===== src/hdl/gpp_pkg.sv =====
// Constants and types shared by the general purpose pin port block
package gpp_pkg;

  localparam int NPORT = 4;
  localparam int PIN_W = 8;

  // Register indices; byte address is four times the index
  localparam logic [7:0] IDX_ACT = 8'h30;
  localparam logic [3:0][7:0] IDX_DIR = {8'hF4, 8'hF0, 8'hE4, 8'hE0};
  localparam logic [3:0][7:0] IDX_DATA = {8'hF5, 8'hF1, 8'hE5, 8'hE1};
  localparam logic [3:0][7:0] IDX_INV = {8'hF6, 8'hF2, 8'hE6, 8'hE2};
  localparam logic [3:0][7:0] IDX_STAT = {8'hF7, 8'hE8, 8'hE7, 8'hE3};
  localparam logic [3:0][7:0] IDX_FSEL = {8'hEB, 8'hEE, 8'hEA, 8'hE9};
  localparam logic [7:0] IDX_IRQ_STAT = 8'hF8;
  localparam logic [7:0] IDX_IRQ_MASK = 8'hF9;

  // Implemented pins per port and direction reset values
  localparam logic [3:0][7:0] PIN_MASK = {8'hFF, 8'hFF, 8'h7F, 8'hFF};
  localparam logic [3:0][7:0] DIR_RST = {8'hFF, 8'hFF, 8'h7F, 8'hFF};

  // Alternate signal codes
  localparam logic [2:0] S_GRN = 3'h0;
  localparam logic [2:0] S_YLW = 3'h1;
  localparam logic [2:0] S_BEEP = 3'h2;
  localparam logic [2:0] S_SMI = 3'h3;
  localparam logic [2:0] S_OVT = 3'h4;
  localparam logic [2:0] S_WDT = 3'h5;
  localparam logic [2:0] S_S5 = 3'h6;
  localparam logic [2:0] S_NONE = 3'h7;

  // Alternate source per pin, bit 7 first
  localparam logic [3:0][23:0] FSEL_SRC = {
    {S_YLW, S_GRN, S_S5, S_WDT, S_YLW, S_GRN, S_YLW, S_GRN},
    {S_YLW, S_BEEP, S_SMI, S_WDT, S_YLW, S_BEEP, S_SMI, S_WDT},
    {S_NONE, S_GRN, S_BEEP, S_SMI, S_WDT, S_GRN, S_BEEP, S_SMI},
    {S_GRN, S_BEEP, S_SMI, S_OVT, S_GRN, S_BEEP, S_SMI, S_WDT}};

  typedef enum logic [3:0] {
    K_NONE, K_ACT, K_DIR, K_DATA, K_INV, K_STAT, K_FSEL, K_IST, K_IMSK
  } gpp_kind_t;

  typedef struct packed {
    logic hit;
    gpp_kind_t kind;
    logic [1:0] port;
  } gpp_dec_t;

  typedef struct packed {
    logic [3:0] act;
    logic [3:0][7:0] dir;
    logic [3:0][7:0] data;
    logic [3:0][7:0] inv;
    logic [3:0][7:0] stat;
    logic [3:0][7:0] fsel;
    logic [3:0][7:0] prev;
    logic primed;
    logic [3:0] irq_st;
    logic [3:0] irq_mask;
    logic [31:0] prdata;
    logic pready;
    logic pslverr;
    logic [3:0][7:0] pout;
    logic [3:0][7:0] poe;
    logic irq;
  } gpp_state_t;

  localparam gpp_state_t RST_STATE = '{dir: DIR_RST, default: '0};

endpackage


===== src/hdl/gpp_ports.sv =====
// General purpose pin ports two to five with APB register access
// Notes on behaviour
// - Activation bits 3..0 enable ports five, four, three, two; upper bits reserved.
// - Direction bit 0 means output, 1 input; resets to ones on every implemented pin.
// - Port three has pins 6..0 only; bit 7 reserved, direction resets 7Fh.
// - Output pin data bits are read/write and drive the pin; reset zero.
// - Input pin data bits read the pin level; writes to them are ignored.
// - Inversion bit set inverts register bit versus pin, both directions.
// - An edge on an enabled pin sets its status bit; resets zero.
// - Reading a status register clears the bits read; never writable.
// - Port two selects: green, beeper, mgmt interrupt, overtemp, watchdog.
// - Port three selects: green, beeper, mgmt interrupt, watchdog; bit 7 reserved.
// - Port five selects: yellow, green, S5 sleep latch, watchdog.
// - Port four bits 7..2 select yellow, beeper, mgmt interrupt, watchdog.
// - Port four bit 1 routes mgmt interrupt, bit 0 routes watchdog.
// - Port five has full direction, data, inversion and status registers.
//
// Added by the designer: register access over APB.
`timescale 1ns/10ps
`default_nettype none

module gpp_ports #(
  parameter int ADDR_W = 12
) (
  input wire logic pclk,
  input wire logic presetn,
  input wire logic clk_en,
  input wire logic psel,
  input wire logic penable,
  input wire logic pwrite,
  input wire logic [ADDR_W-1:0] paddr,
  input wire logic [31:0] pwdata,
  output logic [31:0] prdata,
  output logic pready,
  output logic pslverr,
  input wire logic port_two_reset,
  input wire logic port_three_reset,
  input wire logic port_four_reset,
  input wire logic port_five_reset,
  input wire logic [31:0] pin_in,
  output logic [31:0] pin_out,
  output logic [31:0] pin_oe,
  input wire logic green_led_out,
  input wire logic yellow_led_out,
  input wire logic beeper_out,
  input wire logic sys_mgmt_irq_out,
  input wire logic over_temp_out,
  input wire logic watchdog_expire_out,
  input wire logic sleep_s5_latch_out,
  output logic irq
);

  gpp_pkg::gpp_state_t s_ff;
  gpp_pkg::gpp_state_t nxt_s;
  gpp_pkg::gpp_dec_t dec;
  logic [7:0] rv;
  logic [7:0] wd;
  logic [31:0] edge_v;
  logic [7:0] alt_v;
  logic [3:0] prst_v;
  logic acc_prep;
  logic acc_done;

  // Register index decode
  function automatic gpp_pkg::gpp_dec_t decode(input logic [ADDR_W-1:0] a);
    gpp_pkg::gpp_dec_t d;
    logic [7:0] idx;
    d.hit = 1'b0;
    d.kind = gpp_pkg::K_NONE;
    d.port = 2'h0;
    idx = a[9:2];
    if (a[1:0] == 2'h0 && (a >> 10) == '0) begin
      if (idx == gpp_pkg::IDX_ACT) begin
        d.hit = 1'b1;
        d.kind = gpp_pkg::K_ACT;
      end
      if (idx == gpp_pkg::IDX_IRQ_STAT) begin
        d.hit = 1'b1;
        d.kind = gpp_pkg::K_IST;
      end
      if (idx == gpp_pkg::IDX_IRQ_MASK) begin
        d.hit = 1'b1;
        d.kind = gpp_pkg::K_IMSK;
      end
      for (int p = 0; p < gpp_pkg::NPORT; p++) begin
        if (idx == gpp_pkg::IDX_DIR[p]) begin
          d.hit = 1'b1;
          d.kind = gpp_pkg::K_DIR;
          d.port = 2'(p);
        end
        if (idx == gpp_pkg::IDX_DATA[p]) begin
          d.hit = 1'b1;
          d.kind = gpp_pkg::K_DATA;
          d.port = 2'(p);
        end
        if (idx == gpp_pkg::IDX_INV[p]) begin
          d.hit = 1'b1;
          d.kind = gpp_pkg::K_INV;
          d.port = 2'(p);
        end
        if (idx == gpp_pkg::IDX_STAT[p]) begin
          d.hit = 1'b1;
          d.kind = gpp_pkg::K_STAT;
          d.port = 2'(p);
        end
        if (idx == gpp_pkg::IDX_FSEL[p]) begin
          d.hit = 1'b1;
          d.kind = gpp_pkg::K_FSEL;
          d.port = 2'(p);
        end
      end
    end
    return d;
  endfunction

  assign dec = decode(paddr);
  assign wd = pwdata[7:0];
  assign prst_v = {port_five_reset, port_four_reset, port_three_reset, port_two_reset};
  assign alt_v = {1'b0, sleep_s5_latch_out, watchdog_expire_out, over_temp_out,
                  sys_mgmt_irq_out, beeper_out, yellow_led_out, green_led_out};
  assign acc_prep = psel && penable && !s_ff.pready;
  assign acc_done = psel && penable && s_ff.pready;

  // Read value of the addressed register
  always_comb begin
    rv = '0;
    case (dec.kind)
      gpp_pkg::K_ACT: rv = {4'h0, s_ff.act};
      gpp_pkg::K_DIR: rv = s_ff.dir[dec.port];
      gpp_pkg::K_DATA: rv = ((s_ff.data[dec.port] & ~s_ff.dir[dec.port])
                            | ((pin_in[dec.port*8 +: 8] ^ s_ff.inv[dec.port])
                            & s_ff.dir[dec.port])) & gpp_pkg::PIN_MASK[dec.port];
      gpp_pkg::K_INV: rv = s_ff.inv[dec.port];
      gpp_pkg::K_STAT: rv = s_ff.stat[dec.port];
      gpp_pkg::K_FSEL: rv = s_ff.fsel[dec.port];
      gpp_pkg::K_IST: rv = {4'h0, s_ff.irq_st};
      gpp_pkg::K_IMSK: rv = {4'h0, s_ff.irq_mask};
      default: rv = '0;
    endcase
  end

  always_comb begin
    nxt_s = s_ff;
    edge_v = '0;
    nxt_s.primed = 1'b1;
    nxt_s.irq = |(s_ff.irq_st & s_ff.irq_mask);
    // APB answer one cycle into the access phase
    if (acc_prep) begin
      nxt_s.pready = 1'b1;
      nxt_s.pslverr = !dec.hit;
      nxt_s.prdata = (pwrite || !dec.hit) ? 32'h0000_0000 : {24'h00_0000, rv};
    end
    if (acc_done) begin
      nxt_s.pready = 1'b0;
      nxt_s.pslverr = 1'b0;
      if (pwrite && dec.hit) begin
        case (dec.kind)
          gpp_pkg::K_ACT: nxt_s.act = wd[3:0];
          gpp_pkg::K_DIR: nxt_s.dir[dec.port] = wd & gpp_pkg::PIN_MASK[dec.port];
          gpp_pkg::K_DATA: nxt_s.data[dec.port] = (s_ff.data[dec.port] & s_ff.dir[dec.port])
                             | (wd & ~s_ff.dir[dec.port] & gpp_pkg::PIN_MASK[dec.port]);
          gpp_pkg::K_INV: nxt_s.inv[dec.port] = wd & gpp_pkg::PIN_MASK[dec.port];
          gpp_pkg::K_FSEL: nxt_s.fsel[dec.port] = wd & gpp_pkg::PIN_MASK[dec.port];
          gpp_pkg::K_IST: nxt_s.irq_st = s_ff.irq_st & ~wd[3:0];
          gpp_pkg::K_IMSK: nxt_s.irq_mask = wd[3:0];
          default: nxt_s.act = s_ff.act;
        endcase
      end
      if (!pwrite && dec.kind == gpp_pkg::K_STAT) begin
        nxt_s.stat[dec.port] = s_ff.stat[dec.port] & ~s_ff.prdata[7:0];
      end
    end
    for (int p = 0; p < gpp_pkg::NPORT; p++) begin
      edge_v[p*8 +: 8] = (pin_in[p*8 +: 8] ^ s_ff.prev[p]) & gpp_pkg::PIN_MASK[p]
                         & ~s_ff.fsel[p] & {8{s_ff.act[p] & s_ff.primed}};
      nxt_s.prev[p] = pin_in[p*8 +: 8];
      // Edge sets status, wins over clear
      nxt_s.stat[p] = nxt_s.stat[p] | edge_v[p*8 +: 8];
      if (|edge_v[p*8 +: 8]) begin
        nxt_s.irq_st[p] = 1'b1;
      end
      for (int b = 0; b < gpp_pkg::PIN_W; b++) begin
        if (s_ff.fsel[p][b]) begin
          nxt_s.pout[p][b] = alt_v[gpp_pkg::FSEL_SRC[p][b*3 +: 3]];
        end else begin
          nxt_s.pout[p][b] = s_ff.data[p][b] ^ s_ff.inv[p][b];
        end
      end
      nxt_s.poe[p] = ~s_ff.dir[p] & gpp_pkg::PIN_MASK[p] & {8{s_ff.act[p]}};
      if (prst_v[p]) begin
        nxt_s.dir[p] = gpp_pkg::DIR_RST[p];
        nxt_s.data[p] = '0;
        nxt_s.inv[p] = '0;
        nxt_s.stat[p] = '0;
        nxt_s.fsel[p] = '0;
      end
    end
  end

  always_ff @(posedge pclk or negedge presetn) begin
    if (!presetn) begin
      s_ff <= gpp_pkg::RST_STATE;
    end else if (clk_en) begin
      s_ff <= nxt_s;
    end
  end

  assign prdata = s_ff.prdata;
  assign pready = s_ff.pready;
  assign pslverr = s_ff.pslverr;
  assign pin_out = s_ff.pout;
  assign pin_oe = s_ff.poe;
  assign irq = s_ff.irq;
endmodule // gpp_ports

`default_nettype wire


===== config.mk =====
export PLATFORM = sky130hd
export DESIGN_NAME = gpp_ports
export DESIGN_NICKNAME = d
export VERILOG_FILES = /design/src/hdl/gpp_pkg.sv /design/src/hdl/gpp_ports.sv
export SDC_FILE = /design/constraint.sdc
export NUM_CORES = 1
export LEC_CHECK = 0
export ABC_AREA = 1
export BUFFER_PORTS_ARGS = -buffer_cell sky130_fd_sc_hd__buf_4
export CAP_MARGIN = 20
export CORE_AREA = 4 4 180 182
export CTS_BUF_LIST = sky130_fd_sc_hd__clkbuf_8
export DETAILED_ROUTE_END_ITERATION = 8
export DIE_AREA = 0 0 184 186
export PLACE_DENSITY = 0.79
export SYNTH_ARGS = -nofsm -noshare
export SYNTH_HDL_FRONTEND = slang
export SYNTH_SLANG_ARGS = --single-unit

===== constraint.sdc =====
create_clock -name pclk -period 3.9 [get_ports pclk]
set_input_delay 0.39 -clock pclk [delete_from_list [all_inputs] [get_ports pclk]]
set_output_delay 0.39 -clock pclk [all_outputs]
set_load 0.1 [all_outputs]

==> flow_metrics.py, run 1 <==
metrics = {
    "sta": {
        "relSlewSlack": 0.301,
        "maxClockFrequency_mhz": 328,
        "report.final.slew_viol_count": 0,
        "final_min_period_over_clock_period": 0.781,
        "report.final.hold_viol_count": 0,
        "finalSetupViolations": 0,
        "final.min_clock_period_ns": 3.04,
        "final.setup_skew_ns": 0.0256,
        "setup_total_negative_slack_ns": 0,
        "max_slew.worst_pin.slew_ns": 1.05,
        "rsz0062_at_grt": "false",
    },
    "placed_design": {
        "place.port_buffers": 142,
        "dpl.cell_count": 2758,
        "gp_congestion": 1.02,
        "postPlaceCellArea_um2": 17500,
        "place.detailed.hpwl_mm": 45.0,
    },
    "setup_path": {
        "crit-reg2reg-capture": "s_ff[158]",
        "critical_path_arrival_ns": 3.55,
        "worst_setup_path_end_kind": "register",
        "reg2reg_setup_slack_ns": 1.67,
        "worstReg2RegStart": "pready",
        "critical_path_destination": "s_ff[240]",
        "setup.worst_path.start_class": "primary input",
        "crit_type": "in -> reg",
        "path_max_fanout": 23,
        "critical_path.startpoint": "paddr[8]",
        "worst-r2r-cell-count": 8,
        "required_ns": 4.40,
    },
    "die": {
        "overall_die_area_um2": 34200,
        "core_um2": 30600,
        "floorplan.initialDensity": 0.547,
        "ioPinCount": 192,
        "dieWidth_um": 184,
        "die_height_um": 186,
        "placement_rows": 64,
    },
    "finish": {
        "post-route-cell-area_um2": 18500,
        "final.fill_count": 2847,
        "final_net_count": 2508,
        "finish.cell_count_without_fillers": 2847,
        "syn2layout_area_growth_pct": 10.6,
        "drive_above_1_share": 0.150,
    },
    "run_status": {
        "status": "completed",
    },
    "clocking": {
        "post_cts_resized": 0,
        "cts.htree.levels": 2,
        "clkSlewWorstSetupHoldPaths_ns": 0.06,
        "clock_sink_count": 278,
        "clockBufferDepth": 3,
        "root_buffer": "clkbuf_8",
        "tritoncts": "done",
        "clock_latency_ns": 0.60,
        "tritoncts.num_buffers": 49,
    },
    "detailed_routing": {
        "drt_pass1_iterations": 7,
        "detail_route.drc_violations": 0,
        "post_drt_via_cell_ratio": 5.89,
        "route.final.wire_length_mm": 61.8,
        "route.detailed.wl_per_inst_um": 21.7,
        "num_vias": 16800,
        "antenna_violating_nets_post_route": 0,
        "first_iter_violations": 1997,
    },
    "logic_synthesis": {
        "synth_async_sr_flop_share": 1.00,
        "yosysWarnings": 0,
        "synth.lib_cells_used.distinct": 53,
        "postSynthCellCount": 2349,
        "synth_area_per_cell_um2": 7.12,
        "mappedNetlistArea_um2": 16700,
        "yosysSeqAreaShare": 0.418,
        "synth-seq-cells": 278,
        "synth_flop_cell": "dfrtp_1",
        "synth_edf_count": 0,
    },
    "power": {
        "ir_worst_vdd_mv": 0.269,
        "total_leakage_power_nw": 9.42,
        "cellPowerDensity_nw_per_um2": 428,
        "post-layout-total-power_mw": 7.91,
    },
    "global_route": {
        "grt_remaining_overflow": 0,
        "grt_antenna_before_repair": 0,
        "grt_max_degree": 127,
        "globalRouteTotalUtil": 0.357,
        "grt_pass1_wl_mm": 93.1,
        "grt_pass1_vias": 15800,
    },
    "run": {
        "max_cap_viol_count": 0,
    },
    "min_path": {
        "hold_path.class": "in -> reg",
    },
}
[cell usage in the layout (no fill, tap or decap), drive strengths merged]
master       instances
clkbuf              63
inv                195
o31ai                1
nand3               78
o211ai               9
a211oi               1
o221ai               2
conb                25
dfstp               31
nor4                 8
o22ai                6
xor2                 7
o21bai               5
nand3b               4
clkinv               7
a22oi                1
xnor2               26
o21ai              318
a41oi                1
o2111ai              1
diode                1
dlygate4sd3          1
nor2               166
nor2b                2
a21oi              130
nor3                34
and2                 3
and3                 2
or2                  8
nand2              846
buf                178
dfrtp              247
nand4               44
[stage by stage]
step	hold slack (ns)	worst slack, ns	util
2_1_floorplan	0.0944	1.36	-
3_3_place_gp	0.469	0.170	0.573
3_5_place_dp	0.470	0.123	0.573
4_1_cts	0.00413	0.719	0.605
5_1_grt	0.0389	0.721	0.605
6_report	0.0240	0.855	0.605
[kinds of logic after synthesis]
family | share of synthesized area
AND/OR/NAND/NOR | 0.299
AO/OA/AOI/OAI | 0.155
buffers and inverters | 0.110
flip-flops | 0.418
XOR/XNOR | 0.0173
other | 0.000224
[Yosys cell counts (5+ instances only)]
library cell	count	area [µm²]
a21oi_1	128	641
buf_1	9	33.8
buf_2	28	140
buf_4	104	781
buf_6	5	56.3
clkbuf_1	42	158
dfrtp_1	247	6180
dfstp_2	31	815
inv_1	157	589
inv_2	19	71.3
nand2_1	826	3100
nand2_2	17	106
nand3_1	70	350
nand3_2	8	80.1
nand4_1	43	269
nor2_1	155	582
nor2_2	6	37.5
nor3_1	32	160
nor4_1	8	50.1
o21ai_0	174	871
o21ai_1	130	651
o21ai_2	11	96.3
o21bai_1	5	37.5
o22ai_1	6	37.5
or2_2	6	37.5
xnor2_1	26	228
xor2_1	7	61.3
[routing by layer]
layer	GRT usage	vias up	routed length, µm
met5	0	-	0
met4	0.166	0	3260
met3	0.0791	210	7740
met2	0.538	1117	26700
met1	0.494	7829	24200
li1	-	7615	-
[area by class of cell]
type,count,area (µm²),area share
Antenna cell,1,2.50,0.000135
Clock buffer,63,867,0.0469
Clock inverter,23,96.3,0.00521
Inverter,179,677,0.0366
Multi-Input combinational cell,1728,7980,0.431
Sequential cell,278,7000,0.378
Tap cell,396,495,0.0268
Timing Repair Buffer,179,1390,0.0752
[where the power goes]
part	internal, mW	switching [mW]	total [mW]
Clock	1.44	1.26	2.70
Combinational	0.429	1.46	1.89
Sequential	3.15	0.177	3.33
Total	5.02	2.89	7.91
[state kept, by name, indices dropped and copies added (netlist names)]
register / flops
irq: 1
pin_oe: 31
pin_out: 32
prdata: 8
pready: 1
pslverr: 1
s_ff: 204
[what timing repair did]
action / in CTS / in global routing
endpoints found under the hold margin: 86 / 0
setup buffers: 0 / 0
setup endpoints to repair: 0 / 0
hold buffers: 1 / 0
[critical path, stage by stage]
cell,delay [ns]
buf_4,0.11
nand2_2,0.11
nor2_4,0.10
nand2_1,0.16
nand2_2,0.11
inv_2,0.09
nand2_4,0.13
nand2_4,0.13
buf_4,0.28
nand2_1,0.55
nor2_1,0.24
inv_1,0.13
o21ai_4,0.30
nand3_2,0.27
inv_2,0.24
nand3_1,0.09
o21ai_0,0.10
[worst min-delay path by stage]
stage	start	depth (start not counted)	to
CTS	pin_in[8]	3	s_ff[116]
global placement	s_ff[293]	2	s_ff[293]
floorplan	presetn	0	irq
detailed placement	s_ff[293]	2	s_ff[293]
finish	pin_in[8]	3	s_ff[116]
global route	pin_in[6]	3	s_ff[114]
No activity file was read; power rests on OpenSTA's default activity.
==> run 2, diff against run 1 <==
Settings changed: PLACE_DENSITY 0.79 to 0.82.
Clock period 3.9 ns to 2.45 ns, I/O delays scaled along.
==> run 2 against run 1 <==
  * Die area unchanged
  * Non-clock buffer count rose by 183
  * Critical path depth fell by 12
  * First-iteration DRC count increased by 4.5%
  * Combinational power rose by 70%
  * Sequential power increased by 59%
  * Final area is 9.2% higher
  * Critical path type is now reg -> reg
  * Highest routed layer is now met5
==> flow_metrics.py, run 2 (synthesis results as in run 1) <==
metrics = {
    "clocking": {
        "postCtsSetupRepairBufs": 0,
        "clockBufferDepth": 3,
        "cts.htree.levels": 2,
        "root_buffer": "clkbuf_8",
        "clock_sink_count": 278,
        "tritoncts": "done",
        "clkSlewWorstSetupHoldPaths_ns": 0.07,
        "tritoncts.num_buffers": 48,
        "clock_latency_ns": 0.59,
    },
    "sta": {
        "final.setup_skew_ns": 0.0172,
        "report.final.slew_viol_count": 0,
        "max_slew.worst_pin.slew_ns": 0.914,
        "relSlewSlack": 0.386,
        "final.min_clock_period_ns": 2.18,
        "report.final.hold_viol_count": 0,
        "maxClockFrequency_mhz": 458,
        "finalSetupViolations": 0,
        "final_min_period_over_clock_period": 0.891,
        "rsz0062_at_grt": "false",
    },
    "detailed_routing": {
        "post_drt_via_cell_ratio": 5.77,
        "num_vias": 17500,
        "antenna_violating_nets_post_route": 0,
        "detail_route.drc_violations": 0,
        "first_iter_violations": 2086,
        "route.final.wire_length_mm": 64.0,
        "drt_pass1_iterations": 6,
        "route.detailed.wl_per_inst_um": 21.1,
    },
    "finish": {
        "layout_common_cells": "826 x nand2_1, 305 x buf_4, 246 x dfrtp_1",
        "finish.cell_count_without_fillers": 3030,
        "layout_commonest_cell": "nand2_1",
        "largest_register": "s_ff",
        "layout.area.seq_um2": 7000,
        "drive_above_1_share": 0.197,
        "final_net_count": 2690,
        "syn2layout_area_growth_pct": 20.8,
        "final.fill_count": 2661,
        "largest_reg_flops": 204,
        "multi_input_gate_area_in_the_final_layout_um2": 7980,
        "antennaDiodeCount": 0,
    },
    "setup_path": {
        "path_max_fanout": 8,
        "crit_type": "reg -> reg",
        "required_ns": 2.95,
        "setup.worst_path.start_class": "register",
        "cpPeakStageDelay_ns": 0.52,
        "critical_path_arrival_ns": 2.69,
        "timing.critical_path.slowest_stage_cell": "a21oi_1",
        "crit_chain": "nand2_1 -> nor3_1 -> nor4_1 -> a21oi_1 -> o21bai_1",
        "worst_setup_path_end_kind": "register",
    },
    "placed_design": {
        "place.port_buffers": 142,
        "dpl.cell_count": 2911,
        "gp_congestion": 1.05,
        "place.detailed.hpwl_mm": 47.4,
    },
    "die": {
        "floorplan.initialDensity": 0.547,
        "core_um2": 30600,
        "ioPinCount": 192,
        "overall_die_area_um2": 34200,
        "die_height_um": 186,
        "placement_rows": 64,
        "dieWidth_um": 184,
    },
    "power": {
        "total_leakage_power_nw": 10.3,
        "ir_worst_vdd_mv": 0.390,
        "post-layout-total-power_mw": 12.7,
        "cellPowerDensity_nw_per_um2": 631,
    },
    "run": {
        "max_cap_viol_count": 0,
    },
    "global_route": {
        "grt_max_degree": 95,
        "globalRouteTotalUtil": 0.370,
        "grt_pass1_vias": 16800,
        "grt_pass1_wl_mm": 96.9,
        "grt_remaining_overflow": 0,
        "grt_antenna_before_repair": 1,
    },
    "min_path": {
        "hold_path.class": "in -> reg",
    },
    "run_status": {
        "status": "completed",
    },
}
## run 2: cell types whose count changed in the layout (fill, tap and decap cells not counted), moves of 2 or more
| cell | before | now |
|---|---|---|
| buf_12 | 3 | 24 |
| buf_4 | 174 | 305 |
| inv_1 | 175 | 177 |
| clkbuf_8 | 63 | 60 |
| dlygate4sd3_1 | 1 | 32 |
| clkinvlp_4 | 0 | 2 |
## run 2: final timing paths
check                           start    endpoint  slack, ns  cells past startpoint
max                         s_ff[300]   s_ff[103]       0.27                      5
max in group asynchronous     presetn   s_ff[281]       1.46                      3
min reg2reg                 s_ff[270]   s_ff[270]       0.48                      2
min in group asynchronous     presetn  pin_oe[10]       0.22                      2
max reg2reg                 s_ff[300]   s_ff[103]       0.27                      5
min                        pin_in[31]   s_ff[139]       0.03                      3
## run 2: where the power goes
part	internal (mW)	total (mW)	switching [mW]
Clock	2.21	4.23	2.02
Sequential	5.02	5.31	0.288
Combinational	0.830	3.21	2.38
## run 2: metrics by stage
stage               TNS, ns  utilization  instance area [µm²]  setup WS, ns  hold slack, ns
detailed placement   -18.41        0.619                18900        -0.237           0.240
floorplan                 0            -                16800         0.189         -0.0506
global placement     -14.69        0.619                18900        -0.251           0.240
finish                    0        0.660                20200         0.267          0.0282
CTS                       0        0.660                20200         0.366          0.0145
global route              0        0.660                20200        0.0916          0.0189
## run 2: area by class of cell
class / count / area share
tap: 396 / 0.0245
sequential: 278 / 0.346
inverter: 179 / 0.0335
clock inverter: 27 / 0.00619
clock buffer: 60 / 0.0409
timing repair buffer: 362 / 0.154
multi-input combinational: 1728 / 0.395
## run 2: worst max-delay path, delay by kind of cell, from the launching register on
family | cells | cell delay [ns]
compound gates | 2 | 0.72
simple gates | 3 | 0.92
flops | 1 | 0.46
## run 2: timing repair
action                                  CTS  global route
hold buffers                             32             0
gates resized for setup                   0             0
hold endpoints to repair                 78             0
endpoints found under the setup margin    0             0
## run 2: layer usage
metal	GRT usage	part of all wire	vias to the layer above
met1	0.498	0.39	8192
met2	0.565	0.44	1104
met5	0	0.00020	-
li1	-	-	7981
met4	0.178	0.058	2
met3	0.0885	0.12	214
